File: src/uftr_pkg.sv
package uftr_pkg;
	// Register addresses
	localparam logic [2:0] ADDR_DIV_LOW    = 3'h0;
	localparam logic [2:0] ADDR_DIV_HIGH   = 3'h1;
	localparam logic [2:0] ADDR_ENH_FEAT   = 3'h2;
	localparam logic [2:0] ADDR_LINE_CTRL  = 3'h3;
	localparam logic [2:0] ADDR_MODEM_CTRL = 3'h4;
	localparam logic [2:0] ADDR_RESUME_1   = 3'h4;
	localparam logic [2:0] ADDR_RESUME_2   = 3'h5;
	localparam logic [2:0] ADDR_STOP_1     = 3'h6;
	localparam logic [2:0] ADDR_FLOW_THR   = 3'h6;
	localparam logic [2:0] ADDR_STOP_2     = 3'h7;
	localparam logic [2:0] ADDR_TRIG_LVL   = 3'h7;
	localparam logic [2:0] ADDR_FIFO_RDY   = 3'h7;
	// Line-control keys
	localparam logic [7:0] LINE_KEY_ENH     = 8'hbf;
	localparam int         LINE_DIV_BIT     = 7;
	// Field positions
	localparam int         ENH_EN_BIT       = 4;
	localparam int         ENH_RTS_BIT      = 6;
	localparam int         MODEM_PRESC_BIT  = 7;
	localparam int         MODEM_THR_BIT    = 6;
	localparam int         MODEM_LOOP_BIT   = 4;
	localparam int         MODEM_RDY_BIT    = 2;
	localparam logic [7:0] MODEM_PROT_MASK  = 8'he0;
	localparam logic [7:0] INT_EN_PROT_MASK = 8'hf0;
	localparam logic [7:0] FIFO_PROT_MASK   = 8'h30;
	localparam int         LVL_SHIFT        = 2;
	// FIFO-control trigger choices in characters; the table is a free choice
	localparam logic [5:0] RX_LVL_0         = 6'h08;
	localparam logic [5:0] RX_LVL_1         = 6'h10;
	localparam logic [5:0] RX_LVL_2         = 6'h38;
	localparam logic [5:0] RX_LVL_3         = 6'h3c;
	localparam logic [5:0] TX_LVL_0         = 6'h08;
	localparam logic [5:0] TX_LVL_1         = 6'h10;
	localparam logic [5:0] TX_LVL_2         = 6'h20;
	localparam logic [5:0] TX_LVL_3         = 6'h38;
	// Reset values; zero chosen
	localparam logic [7:0] RST_REG          = 8'h00;
	localparam logic [7:0] RST_LINE         = 8'h00;

	typedef struct packed {
		logic       chip_select_chan_a;
		logic       chip_select_chan_b;
		logic [2:0] addr;
		logic       wr;
		logic       rd;
		logic [7:0] wdata;
	} uftr_bus_t;

	typedef struct packed {
		logic [5:0] rxTrig;
		logic [5:0] txTrig;
		logic       rxFromLvl;
		logic       txFromLvl;
	} uftr_trig_t;
endpackage

File: src/uftr_regs.sv
`timescale 1ns/1ps
module uftr_regs
	import uftr_pkg::*;
#(
	parameter int FILL_W = 7
) (
	input  wire logic              clk_sys,     // 100 MHz clock
	input  wire logic              sys_rst,     // Synchronous reset, active high
	input  wire uftr_bus_t         bus,         // Host access, selects active low
	input  wire logic              chanB,       // This instance serves channel B
	input  wire logic [1:0]        rxRdyIn,     // Receive ready of channels B,A
	input  wire logic [1:0]        txRdyIn,     // Transmit ready of channels B,A
	input  wire logic [1:0]        fifoRxSel,   // FIFO-control receive trigger choice
	input  wire logic [1:0]        fifoTxSel,   // FIFO-control transmit trigger choice
	input  wire logic [FILL_W-1:0] rxFill,      // Receive FIFO fill in bytes
	output logic [7:0]             rdata,       // Read data
	output logic [15:0]            divisor,     // Baud divisor
	output logic                   prescDiv4,   // Prescaler divide-by-4
	output logic [7:0]             intEnOut,    // Interrupt enable
	output logic [7:0]             fifoCtrlOut, // FIFO control
	output uftr_trig_t             trig,        // Effective trigger levels
	output logic                   rtsOut,      // Request-to-send pin level
	output logic [7:0]             enhFeatOut,  // Enhanced feature bits
	output logic [31:0]            flowChars    // Stop2,stop1,resume2,resume1
);
	typedef enum logic [1:0] {UFTR_BANK_BASE = 2'b00, UFTR_BANK_DIV = 2'b01,
		UFTR_BANK_ENH = 2'b11} uftr_bank_t;

	// Host-visible registers
	logic [7:0]        lineCtrl_q;
	logic [7:0]        lineCtrl_d;
	logic [7:0]        modemCtrl_q;
	logic [7:0]        modemCtrl_d;
	logic [7:0]        enhFeat_q;
	logic [7:0]        enhFeat_d;
	logic [7:0]        intEn_q;
	logic [7:0]        intEn_d;
	logic [7:0]        fifoCtrl_q;
	logic [7:0]        fifoCtrl_d;
	logic [7:0]        divLow_q;
	logic [7:0]        divLow_d;
	logic [7:0]        divHigh_q;
	logic [7:0]        divHigh_d;
	logic [7:0]        flowThr_q;
	logic [7:0]        flowThr_d;
	logic [7:0]        trigLvl_q;
	logic [7:0]        trigLvl_d;
	logic [7:0]        resume1_q;
	logic [7:0]        resume1_d;
	logic [7:0]        resume2_q;
	logic [7:0]        resume2_d;
	logic [7:0]        stop1_q;
	logic [7:0]        stop1_d;
	logic [7:0]        stop2_q;
	logic [7:0]        stop2_d;
	// Request-to-send state
	logic              rts_q;
	logic              rts_d;
	// Decodes
	logic              sel;
	logic              enh;
	logic              thrOpen;
	logic              rdyOpen;
	logic              rxOwn;
	logic              txOwn;
	logic [FILL_W-1:0] haltLvl;
	logic [FILL_W-1:0] resumeLvl;
	uftr_bank_t        bank;

	// Protected bits keep their old value unless the enable is set
	function automatic logic [7:0] guarded(input logic [7:0] old, input logic [7:0] nw,
		input logic [7:0] mask, input logic en);
		guarded = en ? nw : ((nw & ~mask) | (old & mask));
	endfunction

	function automatic logic [5:0] fifoCtrlLevel(input logic [1:0] s, input logic rx);
		case (s)
			2'b00: begin
				fifoCtrlLevel = rx ? RX_LVL_0 : TX_LVL_0;
			end
			2'b01: begin
				fifoCtrlLevel = rx ? RX_LVL_1 : TX_LVL_1;
			end
			2'b10: begin
				fifoCtrlLevel = rx ? RX_LVL_2 : TX_LVL_2;
			end
			default: begin
				fifoCtrlLevel = rx ? RX_LVL_3 : TX_LVL_3;
			end
		endcase
	endfunction

	assign sel     = chanB ? ~bus.chip_select_chan_b : ~bus.chip_select_chan_a;
	assign enh     = enhFeat_q[ENH_EN_BIT];
	assign thrOpen = enh && modemCtrl_q[MODEM_THR_BIT];
	assign rdyOpen = (~bus.chip_select_chan_a | ~bus.chip_select_chan_b) && modemCtrl_q[MODEM_RDY_BIT]
		&& !modemCtrl_q[MODEM_LOOP_BIT];

	always_comb begin
		if (lineCtrl_q == LINE_KEY_ENH) begin
			bank = UFTR_BANK_ENH;
		end else if (lineCtrl_q[LINE_DIV_BIT]) begin
			bank = UFTR_BANK_DIV;
		end else begin
			bank = UFTR_BANK_BASE;
		end
	end

	always_comb begin
		lineCtrl_d  = lineCtrl_q;
		modemCtrl_d = modemCtrl_q;
		enhFeat_d   = enhFeat_q;
		intEn_d     = intEn_q;
		fifoCtrl_d  = fifoCtrl_q;
		divLow_d    = divLow_q;
		divHigh_d   = divHigh_q;
		flowThr_d   = flowThr_q;
		trigLvl_d   = trigLvl_q;
		resume1_d   = resume1_q;
		resume2_d   = resume2_q;
		stop1_d     = stop1_q;
		stop2_d     = stop2_q;
		if (sel && bus.wr) begin
			case (bus.addr)
				ADDR_DIV_LOW: begin
					// divisor behind line control bit 7
					if (bank != UFTR_BANK_BASE)
						divLow_d = bus.wdata;
				end
				ADDR_DIV_HIGH: begin
					if (bank != UFTR_BANK_BASE)
						divHigh_d = bus.wdata;
					else
						intEn_d = guarded(intEn_q, bus.wdata, INT_EN_PROT_MASK, enh);
				end
				ADDR_ENH_FEAT: begin
					if (bank == UFTR_BANK_ENH)
						enhFeat_d = bus.wdata;
					else
						fifoCtrl_d = guarded(fifoCtrl_q, bus.wdata, FIFO_PROT_MASK, enh);
				end
				ADDR_LINE_CTRL: begin
					lineCtrl_d = bus.wdata;
				end
				ADDR_MODEM_CTRL: begin
					if (bank == UFTR_BANK_ENH)
						resume1_d = bus.wdata;
					else
						modemCtrl_d = guarded(modemCtrl_q, bus.wdata, MODEM_PROT_MASK, enh);
				end
				ADDR_RESUME_2: begin
					if (bank == UFTR_BANK_ENH)
						resume2_d = bus.wdata;
				end
				ADDR_STOP_1: begin
					if (bank == UFTR_BANK_ENH)
						stop1_d = bus.wdata;
					else if (thrOpen)
						flowThr_d = bus.wdata;
				end
				default: begin
					if (bank == UFTR_BANK_ENH)
						stop2_d = bus.wdata;
					else if (thrOpen)
						trigLvl_d = bus.wdata;
				end
			endcase
		end
	end

	always_ff @(posedge clk_sys) begin
		if (sys_rst) begin
			lineCtrl_q  <= RST_LINE;
			modemCtrl_q <= RST_REG;
			enhFeat_q   <= RST_REG;
			intEn_q     <= RST_REG;
			fifoCtrl_q  <= RST_REG;
			divLow_q    <= RST_REG;
			divHigh_q   <= RST_REG;
			flowThr_q   <= RST_REG;
			trigLvl_q   <= RST_REG;
			resume1_q   <= RST_REG;
			resume2_q   <= RST_REG;
			stop1_q     <= RST_REG;
			stop2_q     <= RST_REG;
		end else begin
			lineCtrl_q  <= lineCtrl_d;
			modemCtrl_q <= modemCtrl_d;
			enhFeat_q   <= enhFeat_d;
			intEn_q     <= intEn_d;
			fifoCtrl_q  <= fifoCtrl_d;
			divLow_q    <= divLow_d;
			divHigh_q   <= divHigh_d;
			flowThr_q   <= flowThr_d;
			trigLvl_q   <= trigLvl_d;
			resume1_q   <= resume1_d;
			resume2_q   <= resume2_d;
			stop1_q     <= stop1_d;
			stop2_q     <= stop2_d;
		end
	end

	// Read mux; outside the enhanced bank, ready status wins over trigger level at address 7 since it is a plain status view
	always_comb begin
		rdata = 8'h00;
		if (sel && bus.rd) begin
			case (bus.addr)
				ADDR_DIV_LOW: begin
					rdata = (bank != UFTR_BANK_BASE) ? divLow_q : 8'h00;
				end
				ADDR_DIV_HIGH: begin
					rdata = (bank != UFTR_BANK_BASE) ? divHigh_q : intEn_q;
				end
				ADDR_ENH_FEAT: begin
					// FIFO control is write-only here
					rdata = (bank == UFTR_BANK_ENH) ? enhFeat_q : 8'h00;
				end
				ADDR_LINE_CTRL: begin
					rdata = lineCtrl_q;
				end
				ADDR_MODEM_CTRL: begin
					rdata = (bank == UFTR_BANK_ENH) ? resume1_q : modemCtrl_q;
				end
				ADDR_RESUME_2: begin
					rdata = (bank == UFTR_BANK_ENH) ? resume2_q : 8'h00;
				end
				ADDR_STOP_1: begin
					if (bank == UFTR_BANK_ENH)
						rdata = stop1_q;
					else if (thrOpen)
						rdata = flowThr_q;
				end
				default: begin
					if (bank == UFTR_BANK_ENH)
						rdata = stop2_q;
					else if (rdyOpen)
						rdata = {2'b00, rxRdyIn, 2'b00, txRdyIn};
					else if (thrOpen)
						rdata = trigLvl_q;
				end
			endcase
		end
	end

	assign rxOwn = (trigLvl_q[7:4] != 4'h0);
	assign txOwn = (trigLvl_q[3:0] != 4'h0);
	always_comb begin
		trig.rxFromLvl = rxOwn;
		trig.txFromLvl = txOwn;
		trig.rxTrig    = rxOwn ? {trigLvl_q[7:4], 2'b00} : fifoCtrlLevel(fifoRxSel, 1'b1);
		trig.txTrig    = txOwn ? {trigLvl_q[3:0], 2'b00} : fifoCtrlLevel(fifoTxSel, 1'b0);
	end

	// auto request-to-send hysteresis
	// Halt is tested first, so a misordered pair (halt not above resume) still halts
	assign haltLvl   = FILL_W'({flowThr_q[3:0], 2'b00});
	assign resumeLvl = FILL_W'({flowThr_q[7:4], 2'b00});
	always_comb begin
		rts_d = rts_q;
		if (!enhFeat_q[ENH_RTS_BIT]) begin
			rts_d = 1'b0;
		end else if (rxFill >= haltLvl) begin
			rts_d = 1'b1;
		end else if (rxFill <= resumeLvl) begin
			rts_d = 1'b0;
		end
	end
	always_ff @(posedge clk_sys) begin
		if (sys_rst) begin
			rts_q <= 1'b0;
		end else begin
			rts_q <= rts_d;
		end
	end

	assign divisor     = {divHigh_q, divLow_q};
	assign prescDiv4   = modemCtrl_q[MODEM_PRESC_BIT];
	assign intEnOut    = intEn_q;
	assign fifoCtrlOut = fifoCtrl_q;
	assign rtsOut      = rts_q;
	assign enhFeatOut  = enhFeat_q;
	assign flowChars   = {stop2_q, stop1_q, resume2_q, resume1_q};

	a_thr_locked: assert property (@(posedge clk_sys) disable iff (sys_rst)
		!thrOpen |=> $stable(flowThr_q)) else $error("flow threshold changed while locked");
	a_lvl_locked: assert property (@(posedge clk_sys) disable iff (sys_rst)
		!thrOpen |=> $stable(trigLvl_q)) else $error("trigger level changed while locked");
	a_modem_guard: assert property (@(posedge clk_sys) disable iff (sys_rst)
		!enh |=> modemCtrl_q[7:5] == $past(modemCtrl_q[7:5]))
		else $error("guarded modem bits moved");
	a_int_guard: assert property (@(posedge clk_sys) disable iff (sys_rst)
		!enh |=> intEn_q[7:4] == $past(intEn_q[7:4]))
		else $error("guarded interrupt enable bits moved");
	a_fifo_guard: assert property (@(posedge clk_sys) disable iff (sys_rst)
		!enh |=> fifoCtrl_q[5:4] == $past(fifoCtrl_q[5:4]))
		else $error("guarded fifo control bits moved");
	a_presc_guard: assert property (@(posedge clk_sys) disable iff (sys_rst)
		!enh |=> prescDiv4 == $past(prescDiv4)) else $error("prescaler moved while locked");
	a_rts_halt: assert property (@(posedge clk_sys) disable iff (sys_rst)
		enhFeat_q[ENH_RTS_BIT] && rxFill >= haltLvl |=> rtsOut) else $error("rts not raised");
	a_rts_resume: assert property (@(posedge clk_sys) disable iff (sys_rst)
		enhFeat_q[ENH_RTS_BIT] && rxFill < haltLvl && rxFill <= resumeLvl |=> !rtsOut)
		else $error("rts not dropped at resume level");
	// request-to-send idle while auto mode off
	a_rts_off: assert property (@(posedge clk_sys) disable iff (sys_rst)
		!enhFeat_q[ENH_RTS_BIT] |=> !rtsOut) else $error("rts high with auto mode off");
	a_rx_override: assert property (@(posedge clk_sys) disable iff (sys_rst)
		trigLvl_q[7:4] != 4'h0 |-> trig.rxTrig == {trigLvl_q[7:4], 2'b00} && trig.rxFromLvl)
		else $error("receive trigger override wrong");
	a_tx_override: assert property (@(posedge clk_sys) disable iff (sys_rst)
		trigLvl_q[3:0] != 4'h0 |-> trig.txTrig[5:2] == trigLvl_q[3:0] && trig.txTrig[1:0] == 2'b00)
		else $error("transmit trigger override wrong");
	// zero field falls back to FIFO-control choice
	a_rx_fallback: assert property (@(posedge clk_sys) disable iff (sys_rst)
		trigLvl_q[7:4] == 4'h0 && fifoRxSel == 2'b00 |-> trig.rxTrig == RX_LVL_0)
		else $error("receive trigger fallback wrong");
	a_rdy_zero: assert property (@(posedge clk_sys) disable iff (sys_rst)
		sel && bus.rd && bus.addr == ADDR_FIFO_RDY && bank != UFTR_BANK_ENH && rdyOpen
		|-> rdata[7:6] == 2'b00 && rdata[3:2] == 2'b00 && rdata[5:4] == rxRdyIn)
		else $error("ready register layout wrong");
	// address 7 hidden when nothing opens it
	a_rdy_hidden: assert property (@(posedge clk_sys) disable iff (sys_rst)
		sel && bus.rd && bus.addr == ADDR_FIFO_RDY && bank != UFTR_BANK_ENH && !rdyOpen
		&& !thrOpen |-> rdata == 8'h00)
		else $error("address 7 read while closed");
	a_thr_read: assert property (@(posedge clk_sys) disable iff (sys_rst)
		sel && bus.rd && bus.addr == ADDR_FLOW_THR && bank == UFTR_BANK_BASE && thrOpen
		|-> rdata == flowThr_q)
		else $error("flow threshold not readable");
	a_enh_key: assert property (@(posedge clk_sys) disable iff (sys_rst)
		lineCtrl_q != LINE_KEY_ENH |=> $stable(enhFeat_q))
		else $error("enhanced feature without key");
	a_chars_key: assert property (@(posedge clk_sys) disable iff (sys_rst)
		lineCtrl_q != LINE_KEY_ENH |=> $stable(flowChars))
		else $error("flow characters written without key");
	a_div_key: assert property (@(posedge clk_sys) disable iff (sys_rst)
		!lineCtrl_q[LINE_DIV_BIT] |=> $stable(divLow_q)) else $error("divisor written unlocked");
	a_divh_key: assert property (@(posedge clk_sys) disable iff (sys_rst)
		!lineCtrl_q[LINE_DIV_BIT] |=> $stable(divHigh_q))
		else $error("divisor high written unlocked");
endmodule
File: config.mk
export PLATFORM = sky130hd
export DESIGN_NAME = uftr_regs
export DESIGN_NICKNAME = d
export VERILOG_FILES = /design/src/uftr_pkg.sv /design/src/uftr_regs.sv
export SDC_FILE = /design/constraint.sdc
export NUM_CORES = 1
export LEC_CHECK = 0
export BUFFER_PORTS_ARGS = -buffer_cell sky130_fd_sc_hd__buf_2
export CAP_MARGIN = 10
export CORE_MARGIN = 1.5
export CORE_UTILIZATION = 54
export CTS_CLUSTER_SIZE = 10
export DETAILED_ROUTE_END_ITERATION = 8
export GPL_TIMING_DRIVEN = 0
export PLACE_DENSITY = 0.84
export SLEW_MARGIN = 10
export SYNTH_ARGS = -nofsm -noshare
export SYNTH_HDL_FRONTEND = slang
export SYNTH_SLANG_ARGS = --single-unit
File: constraint.sdc
create_clock -name clk_sys -period 2 [get_ports clk_sys]
set_input_delay 0.2 -clock clk_sys [delete_from_list [all_inputs] [get_ports clk_sys]]
set_output_delay 0.2 -clock clk_sys [all_outputs]
set_load 0.02 [all_outputs]
==> impl_metrics.prom, run 1 <==
# TYPE chip_impl_metric gauge
chip_impl_metric{name="clock.fmax",unit="GHz"} 0.405
chip_impl_metric{name="ys_ff_latch",unit=""} 105
chip_impl_metric{name="place_inst",unit=""} 846
chip_impl_metric{name="preCtsSetupSlack",unit="ns"} -0.367
chip_impl_metric{name="yosysUniqueCellTypes",unit=""} 59
chip_impl_metric{name="rows",unit=""} 35
chip_impl_info{name="startpoint_type",value="flip-flop"} 1
chip_impl_metric{name="final_antenna_net_count",unit=""} 0
chip_impl_metric{name="clock_sinks",unit=""} 105
chip_impl_metric{name="grt_pass1_vias",unit=""} 4825
chip_impl_info{name="hold_start",value="bus[3]"} 1
chip_impl_info{name="run_status",value="finished with violations"} 1
chip_impl_metric{name="place.gp.congestion",unit=""} 0.941
chip_impl_metric{name="post_synth_inst_count",unit=""} 592
chip_impl_info{name="ctsRootBufferMaster",value="sky130_fd_sc_hd__clkbuf_8"} 1
chip_impl_metric{name="dieArea",unit="um2"} 10400
chip_impl_metric{name="syn-mean-instance-area",unit="um2"} 8.93
chip_impl_metric{name="synth_sequential_area_ratio",unit="%"} 39.8
chip_impl_info{name="tritoncts_clock_tree",value="yes"} 1
chip_impl_metric{name="antenna_cells_inserted",unit=""} 0
chip_impl_metric{name="insertion_delay",unit="ns"} 0.39
chip_impl_metric{name="power.combinational.fraction",unit="%"} 9.7
chip_impl_metric{name="max_cap_violations",unit=""} 0
chip_impl_metric{name="clock_share_of_power",unit="%"} 35.4
chip_impl_metric{name="slew-limit-headroom",unit="%"} 41.7
chip_impl_metric{name="fin_crit",unit="ns"} 2.47
chip_impl_info{name="failed_checks",value="negative setup slack"} 1
chip_impl_metric{name="pwr_density_cell",unit="nW/um2"} 567
chip_impl_metric{name="core_region_area",unit="um2"} 9370
chip_impl_metric{name="routed_wl",unit="um"} 18000
chip_impl_metric{name="timing.critical_path.fanout_max",unit=""} 8
chip_impl_metric{name="fin_worst_hold_slack",unit="ns"} 0.0906
chip_impl_metric{name="final.period_utilization",unit="%"} 123
chip_impl_metric{name="final_max_slew_viol_count",unit=""} 0
chip_impl_info{name="worst_r2r_start",value="lineCtrl_q[7]$_SDFFE_PP0P_"} 1
chip_impl_metric{name="num_io_pins",unit=""} 129
chip_impl_metric{name="number_of_flops_mapped_to_enable_cells_by_yosys",unit=""} 0
chip_impl_info{name="synth_top_area_cell",value="sky130_fd_sc_hd__dfxtp_1"} 1
chip_impl_metric{name="hpwl",unit="um"} 12600
chip_impl_metric{name="layoutNonFillerInstCount",unit=""} 876
chip_impl_metric{name="viasPerCell",unit=""} 6.11
chip_impl_info{name="timing.critical_path.from",value="lineCtrl_q[7]$_SDFFE_PP0P_"} 1
chip_impl_info{name="grt_setup_unrepaired",value="true"} 1
chip_impl_metric{name="via_count",unit=""} 5351
chip_impl_metric{name="grt_use_total",unit="%"} 33.6
chip_impl_metric{name="wirelength_per_cell",unit="um"} 20.5
chip_impl_metric{name="report.final.setup_viol",unit=""} 8
chip_impl_metric{name="max_clock_skew",unit="ns"} 0.0166
chip_impl_info{name="synthTopCellsByArea",value="sky130_fd_sc_hd__dfxtp_1 (40%), sky130_fd_sc_hd__mux2i_1 (15%), sky130_fd_sc_hd__nor2_1 (6.4%)"} 1
chip_impl_metric{name="fin_total_pwr",unit="mW"} 3.83
chip_impl_metric{name="synth_area",unit="um2"} 5280
chip_impl_metric{name="drtIter0Drc",unit=""} 537
chip_impl_metric{name="cts_hold_buffers",unit=""} 0
chip_impl_info{name="critical_path.endpoint_type",value="output pin"} 1
chip_impl_metric{name="power.switching",unit="mW"} 1.10
chip_impl_metric{name="final_core_util",unit="%"} 72.0
chip_impl_metric{name="async_reset_ff_share",unit="%"} 0
chip_impl_metric{name="grt_first_pass_wirelength",unit="um"} 26300
chip_impl_metric{name="post-synth-top-area-fraction",unit="%"} 39.8
chip_impl_metric{name="cellLeakagePower",unit="nW"} 3.05
chip_impl_metric{name="internal_power",unit="mW"} 2.73
chip_impl_metric{name="drc_errors",unit=""} 0
chip_impl_metric{name="area_delta_synth_final",unit="%"} 27.7
chip_impl_info{name="critical_path_class",value="reg -> out"} 1
chip_impl_metric{name="arrival_time_of_the_worst_setup_path",unit="ns"} 2.27
chip_impl_metric{name="grt_overflow",unit=""} 0
chip_impl_metric{name="vert_die_dim",unit="um"} 102
chip_impl_metric{name="power.switching_fraction",unit="%"} 28.7
chip_impl_metric{name="clock_tree.buffer_depth",unit=""} 2
chip_impl_info{name="dominantRegCellSynth",value="sky130_fd_sc_hd__dfxtp_1"} 1
chip_impl_metric{name="final_hold_vio_count",unit=""} 0
chip_impl_metric{name="maximum_vdd_ir_drop",unit="mV"} 0.391
chip_impl_metric{name="drt_pass1_iterations",unit=""} 5
chip_impl_metric{name="floorplan.die.width",unit="um"} 102
chip_impl_info{name="hold_path_class",value="in -> reg"} 1
chip_impl_metric{name="finish.net_count",unit=""} 786
chip_impl_metric{name="worst_max_slew_pin_slew",unit="ns"} 0.872
chip_impl_metric{name="power_frac_seq",unit="%"} 54.9
chip_impl_metric{name="floorplan.initialDensity",unit="%"} 56.4
chip_impl_metric{name="layout-drive-gt1-share",unit="%"} 32.7
chip_impl_metric{name="worst-endpoint-required",unit="ns"} 1.80
chip_impl_metric{name="antenna_violations_before_repair",unit=""} 0
chip_impl_metric{name="clk_pin_slew_worst_paths",unit="ns"} 0.12
chip_impl_metric{name="largest_net_degree_at_the_start_of_global_routing",unit=""} 20
chip_impl_metric{name="htree_levels",unit=""} 3
chip_impl_metric{name="tritoncts.num_buffers",unit=""} 9
chip_impl_metric{name="slack_of_the_critical_path",unit="ns"} -0.467
chip_impl_metric{name="yosysWarnings",unit=""} 0
chip_impl_metric{name="placement.io_buffers",unit=""} 122
==> final cells by class <==
cell class                 instances  area, um2
buffer                            51        330
clock buffer                      10        138
clock inverter                     6       56.3
fill                             761       2630
inverter                          14       52.6
multi-input combinational        423       3090
sequential                       105       2110
tap                              129        161
timing repair buffer             138        810
==> metal layers <==
| layer | track usage (%) | wire length, um |
|---|---|---|
| met1 | 46.4 | 7380 |
| met4 | 13.7 | 714 |
| met2 | 52.2 | 8030 |
| met5 | 0 | 0 |
| met3 | 5.81 | 1860 |
==> power by group through the flow <==
stage | combinational, mW | sequential (mW) | clock [mW]
2_1_floorplan | 0.204 | 2.15 | 0
3_3_place_gp | 0.338 | 2.15 | 0
3_5_place_dp | 0.344 | 2.15 | 0
4_1_cts | 0.355 | 2.10 | 1.32
5_1_grt | 0.393 | 2.10 | 1.41
6_report | 0.372 | 2.10 | 1.35
==> synth_stat cells, drive strengths merged, types with 2 or more instances <==
cell type	instances
ha	11
mux2	11
and2	4
a21o	3
and3	11
nor4	8
a311oi	7
nand2	56
nor2	90
nand4	7
a22oi	17
nand3b	5
nand2b	3
nor3b	3
inv	14
o21bai	3
a221oi	5
buf	27
a31oi	7
a21oi	27
o21ai	10
o211ai	6
nor3	4
dfxtp	105
a41o	3
clkbuf	26
or2	2
nand3	16
a211oi	4
mux2i	81
==> critical path, stage by stage, from the launching register on <==
cell                       delay [ns]
sky130_fd_sc_hd__dfxtp_4         0.42
sky130_fd_sc_hd__and4b_2         0.30
sky130_fd_sc_hd__nand2_4         0.09
sky130_fd_sc_hd__buf_8           0.14
sky130_fd_sc_hd__o211ai_1        0.29
sky130_fd_sc_hd__a311oi_2        0.10
sky130_fd_sc_hd__a221oi_2        0.33
sky130_fd_sc_hd__buf_4           0.19
==> cells by family (layout without fill, tap and decap cells) <==
| logic type | after synthesis | in the layout | synth area share [%] |
|---|---|---|---|
| AOI/OAI and AO/OA | 99 | 99 | 12.9 |
| adders and majority gates | 11 | 11 | 2.60 |
| buffers and inverters | 67 | 219 | 6.35 |
| DFF | 105 | 105 | 39.8 |
| muxes | 92 | 92 | 17.7 |
| other | 1 | 4 | 0.0710 |
| and+or+nand+nor | 217 | 217 | 20.6 |
==> stage by stage <==
| stage | setup TNS [ns] | area (um2) |
|---|---|---|
| CTS | -3.19 | 6550 |
| global placement | -2.29 | 6100 |
| detailed placement | -2.55 | 6100 |
| global route | -3.99 | 6750 |
| finish | -3.45 | 6750 |
| floorplan | 0 | 5330 |
==> placed cells by master, fill, tap and decap left out, drive strengths merged, types with 5 or more instances in the layout <==
cell	count
nand3b	5
clkbuf	38
ha	11
mux2i	81
o211ai	6
buf	161
inv	18
o21ai	10
nand4	7
a311oi	7
a22oi	17
nand2	56
mux2	11
a31oi	7
nand3	16
a221oi	5
nor2	90
and3	11
a21oi	27
dfxtp	105
nor4	8
==> worst paths after layout <==
check                               endpoint  slack [ns]  depth (start not counted)
hold reg to reg    flowThr_q[5]$_SDFFE_PP0P_        0.46                          2
setup reg to reg     stop1_q[4]$_SDFFE_PP0P_        0.03                          6
setup / recovery                    rdata[6]       -0.47                          7
hold / removal    enhFeatOut[3]$_SDFFE_PP0P_        0.09                          3
==> repair_timing <==
item	4_1_cts	5_1_grt
cloned	0	2
setup endpoints to repair	11	11
resized for setup	46	17
buffers inserted	7	7
pin swaps	19	13
(Power assumes the default switching activity.)
==> run 2, diff against run 1 <==
Settings changed: CORE_MARGIN 1.5 to unset.
==> impl_metrics.prom, run 2 (synthesis gave the netlist of run 1 again) <==
# TYPE chip_impl_metric gauge
chip_impl_info{name="run_status",value="finished with violations"} 1
chip_impl_info{name="failed_checks",value="negative setup slack"} 1
chip_impl_metric{name="power.switching",unit="mW"} 1.14
chip_impl_metric{name="clock.fmax",unit="GHz"} 0.401
chip_impl_metric{name="multi_input_logic_area",unit="um2"} 3070
chip_impl_metric{name="final_hold_vio_count",unit=""} 0
chip_impl_metric{name="max_cap_violations",unit=""} 0
chip_impl_metric{name="floorplan.die.width",unit="um"} 101
chip_impl_info{name="hold_path_class",value="in -> reg"} 1
chip_impl_metric{name="area_delta_synth_final",unit="%"} 27.8
chip_impl_metric{name="grt_use_total",unit="%"} 33.8
chip_impl_metric{name="antenna_violations_before_repair",unit=""} 0
chip_impl_metric{name="htree_levels",unit=""} 3
chip_impl_info{name="mostFrequentLayoutCells",value="sky130_fd_sc_hd__buf_2 (122), sky130_fd_sc_hd__dfxtp_1 (104), sky130_fd_sc_hd__nor2_1 (89)"} 1
chip_impl_metric{name="cts_hold_buffers",unit=""} 0
chip_impl_metric{name="drt_pass1_iterations",unit=""} 5
chip_impl_metric{name="power.combinational.fraction",unit="%"} 9.8
chip_impl_metric{name="pwr_density_cell",unit="nW/um2"} 570
chip_impl_metric{name="fin_crit",unit="ns"} 2.49
chip_impl_metric{name="core_region_area",unit="um2"} 9370
chip_impl_metric{name="drtIter0Drc",unit=""} 641
chip_impl_metric{name="power.switching_fraction",unit="%"} 29.5
chip_impl_info{name="critical_path.endpoint_type",value="output pin"} 1
chip_impl_info{name="grt_setup_unrepaired",value="true"} 1
chip_impl_metric{name="final.period_utilization",unit="%"} 125
chip_impl_metric{name="finish.net_count",unit=""} 794
chip_impl_metric{name="internal_power",unit="mW"} 2.72
chip_impl_metric{name="grt_first_pass_wirelength",unit="um"} 25800
chip_impl_metric{name="insertion_delay",unit="ns"} 0.38
chip_impl_metric{name="rows",unit=""} 35
chip_impl_metric{name="fin_total_pwr",unit="mW"} 3.85
chip_impl_metric{name="drc_errors",unit=""} 0
chip_impl_metric{name="global_route.usage.met3",unit="%"} 5.69
chip_impl_metric{name="worst-r2r-cell-count",unit=""} 8
chip_impl_metric{name="seqCellArea",unit="um2"} 2110
chip_impl_metric{name="report.final.setup_viol",unit=""} 9
chip_impl_metric{name="arrival_time_of_the_worst_setup_path",unit="ns"} 2.29
chip_impl_metric{name="hold-path-cell-count",unit=""} 3
chip_impl_metric{name="routed_wl",unit="um"} 18200
chip_impl_metric{name="layout-drive-gt1-share",unit="%"} 33.4
chip_impl_metric{name="hpwl",unit="um"} 12500
chip_impl_metric{name="tritoncts.num_buffers",unit=""} 9
chip_impl_metric{name="worst_max_slew_pin_slew",unit="ns"} 0.835
chip_impl_info{name="startpoint_type",value="flip-flop"} 1
chip_impl_metric{name="worst-endpoint-required",unit="ns"} 1.80
chip_impl_metric{name="final_max_slew_viol_count",unit=""} 0
chip_impl_info{name="grt-busiest-layer",value="met2"} 1
chip_impl_info{name="worstPathCellList",value="buf_6, nor4b_4, buf_6, a22oi_2, o211ai_1, a311oi_2, a221oi_2, buf_4"} 1
chip_impl_info{name="tritoncts_clock_tree",value="yes"} 1
chip_impl_info{name="critical_path_class",value="reg -> out"} 1
chip_impl_metric{name="clock_tree.buffer_depth",unit=""} 2
chip_impl_metric{name="clk_pin_slew_worst_paths",unit="ns"} 0.12
chip_impl_metric{name="placement.io_buffers",unit=""} 122
chip_impl_metric{name="crit_path_max_incr_delay",unit="ns"} 0.42
chip_impl_metric{name="num_io_pins",unit=""} 129
chip_impl_metric{name="final_core_util",unit="%"} 72.1
chip_impl_metric{name="floorplan.initialDensity",unit="%"} 56.4
chip_impl_metric{name="viasPerCell",unit=""} 6.18
chip_impl_metric{name="grt_pass1_vias",unit=""} 4882
chip_impl_metric{name="vert_die_dim",unit="um"} 101
chip_impl_metric{name="clock_sinks",unit=""} 105
chip_impl_metric{name="met2_usage",unit="%"} 52.0
chip_impl_metric{name="maximum_vdd_ir_drop",unit="mV"} 0.537
chip_impl_metric{name="timing.critical_path.fanout_max",unit=""} 6
chip_impl_metric{name="wirelength_per_cell",unit="um"} 20.6
chip_impl_metric{name="grt_overflow",unit=""} 0
chip_impl_metric{name="max_clock_skew",unit="ns"} 0.0159
chip_impl_metric{name="dieArea",unit="um2"} 10200
chip_impl_info{name="most_used_cell_along_the_critical_path",value="sky130_fd_sc_hd__buf_6"} 1
chip_impl_info{name="critical-path-slowest-cell",value="sky130_fd_sc_hd__dfxtp_4"} 1
chip_impl_metric{name="met1_usage",unit="%"} 46.5
chip_impl_metric{name="slew-limit-headroom",unit="%"} 44.3
chip_impl_metric{name="preCtsSetupSlack",unit="ns"} -0.392
chip_impl_metric{name="final_antenna_net_count",unit=""} 0
chip_impl_metric{name="layout.filler_cells",unit=""} 695
chip_impl_info{name="layout_commonest_cell",value="sky130_fd_sc_hd__buf_2"} 1
chip_impl_metric{name="slack_of_the_critical_path",unit="ns"} -0.492
chip_impl_info{name="ctsRootBufferMaster",value="sky130_fd_sc_hd__clkbuf_8"} 1
chip_impl_metric{name="antenna_cells_inserted",unit=""} 0
chip_impl_metric{name="via_count",unit=""} 5464
chip_impl_metric{name="clock_share_of_power",unit="%"} 35.7
chip_impl_metric{name="largest_net_degree_at_the_start_of_global_routing",unit=""} 22
chip_impl_metric{name="cellLeakagePower",unit="nW"} 3.09
chip_impl_metric{name="power_frac_seq",unit="%"} 54.5
chip_impl_metric{name="place.gp.congestion",unit=""} 0.928
run 2: area by class of cell:
class / instances / area share [%]
buffer: 50 / 4.82
clock inverter: 7 / 1.19
timing repair buffer: 146 / 12.3
inverter: 14 / 0.778
sequential: 105 / 31.2
clock buffer: 9 / 1.83
multi-input combinational: 424 / 45.5
tap: 129 / 2.39
run 2: through the flow:
stage,std cells,setup TNS (ns),area (um2),hold slack [ns]
floorplan,595,0,5330,0.347
detailed placement,846,-2.48,6100,0.448
CTS,869,-3.26,6480,0.0868
finish,884,-3.38,6750,0.0863
global placement,846,-2.45,6100,0.445
global route,884,-3.92,6750,0.0863
run 2: power by group through the flow:
stage | sequential (mW) | clock [mW] | combinational (mW)
floorplan | 2.15 | 0 | 0.204
global placement | 2.15 | 0 | 0.336
detailed placement | 2.15 | 0 | 0.344
CTS | 2.10 | 1.36 | 0.352
global route | 2.10 | 1.45 | 0.396
finish | 2.10 | 1.37 | 0.377
run 2: final timing paths:
check / from / to / slack, ns
setup / recovery: lineCtrl_q[7]$_SDFFE_PP0P_ / rdata[6] / -0.49
hold / removal: bus[0] / divLow_q[0]$_SDFFE_PP0P_ / 0.09
setup reg to reg: lineCtrl_q[0]$_SDFFE_PP0P_ / enhFeatOut[4]$_SDFFE_PP0P_ / 0
hold reg to reg: flowThr_q[6]$_SDFFE_PP0P_ / flowThr_q[6]$_SDFFE_PP0P_ / 0.46
run 2: metal layers:
metal	part of all wire (%)	vias up
met5	0	-
met3	11	65
met1	40	2590
li1	-	2396
met4	3.8	0
met2	45	413
run 2: repair_timing:
action                                  CTS  global route
cloned                                    1             0
hold endpoints to repair                  0             0
gates resized for setup                  33            33
setup buffers                             9            15
endpoints found under the setup margin   10            40
pin swaps                                14            23
run 2: worst max-delay path, delay by kind of cell, from the launching register on:
family	cells	cell delay (ns)
simple gates	1	0.26
flops	1	0.42
compound gates	4	0.73
buf+inv	3	0.50
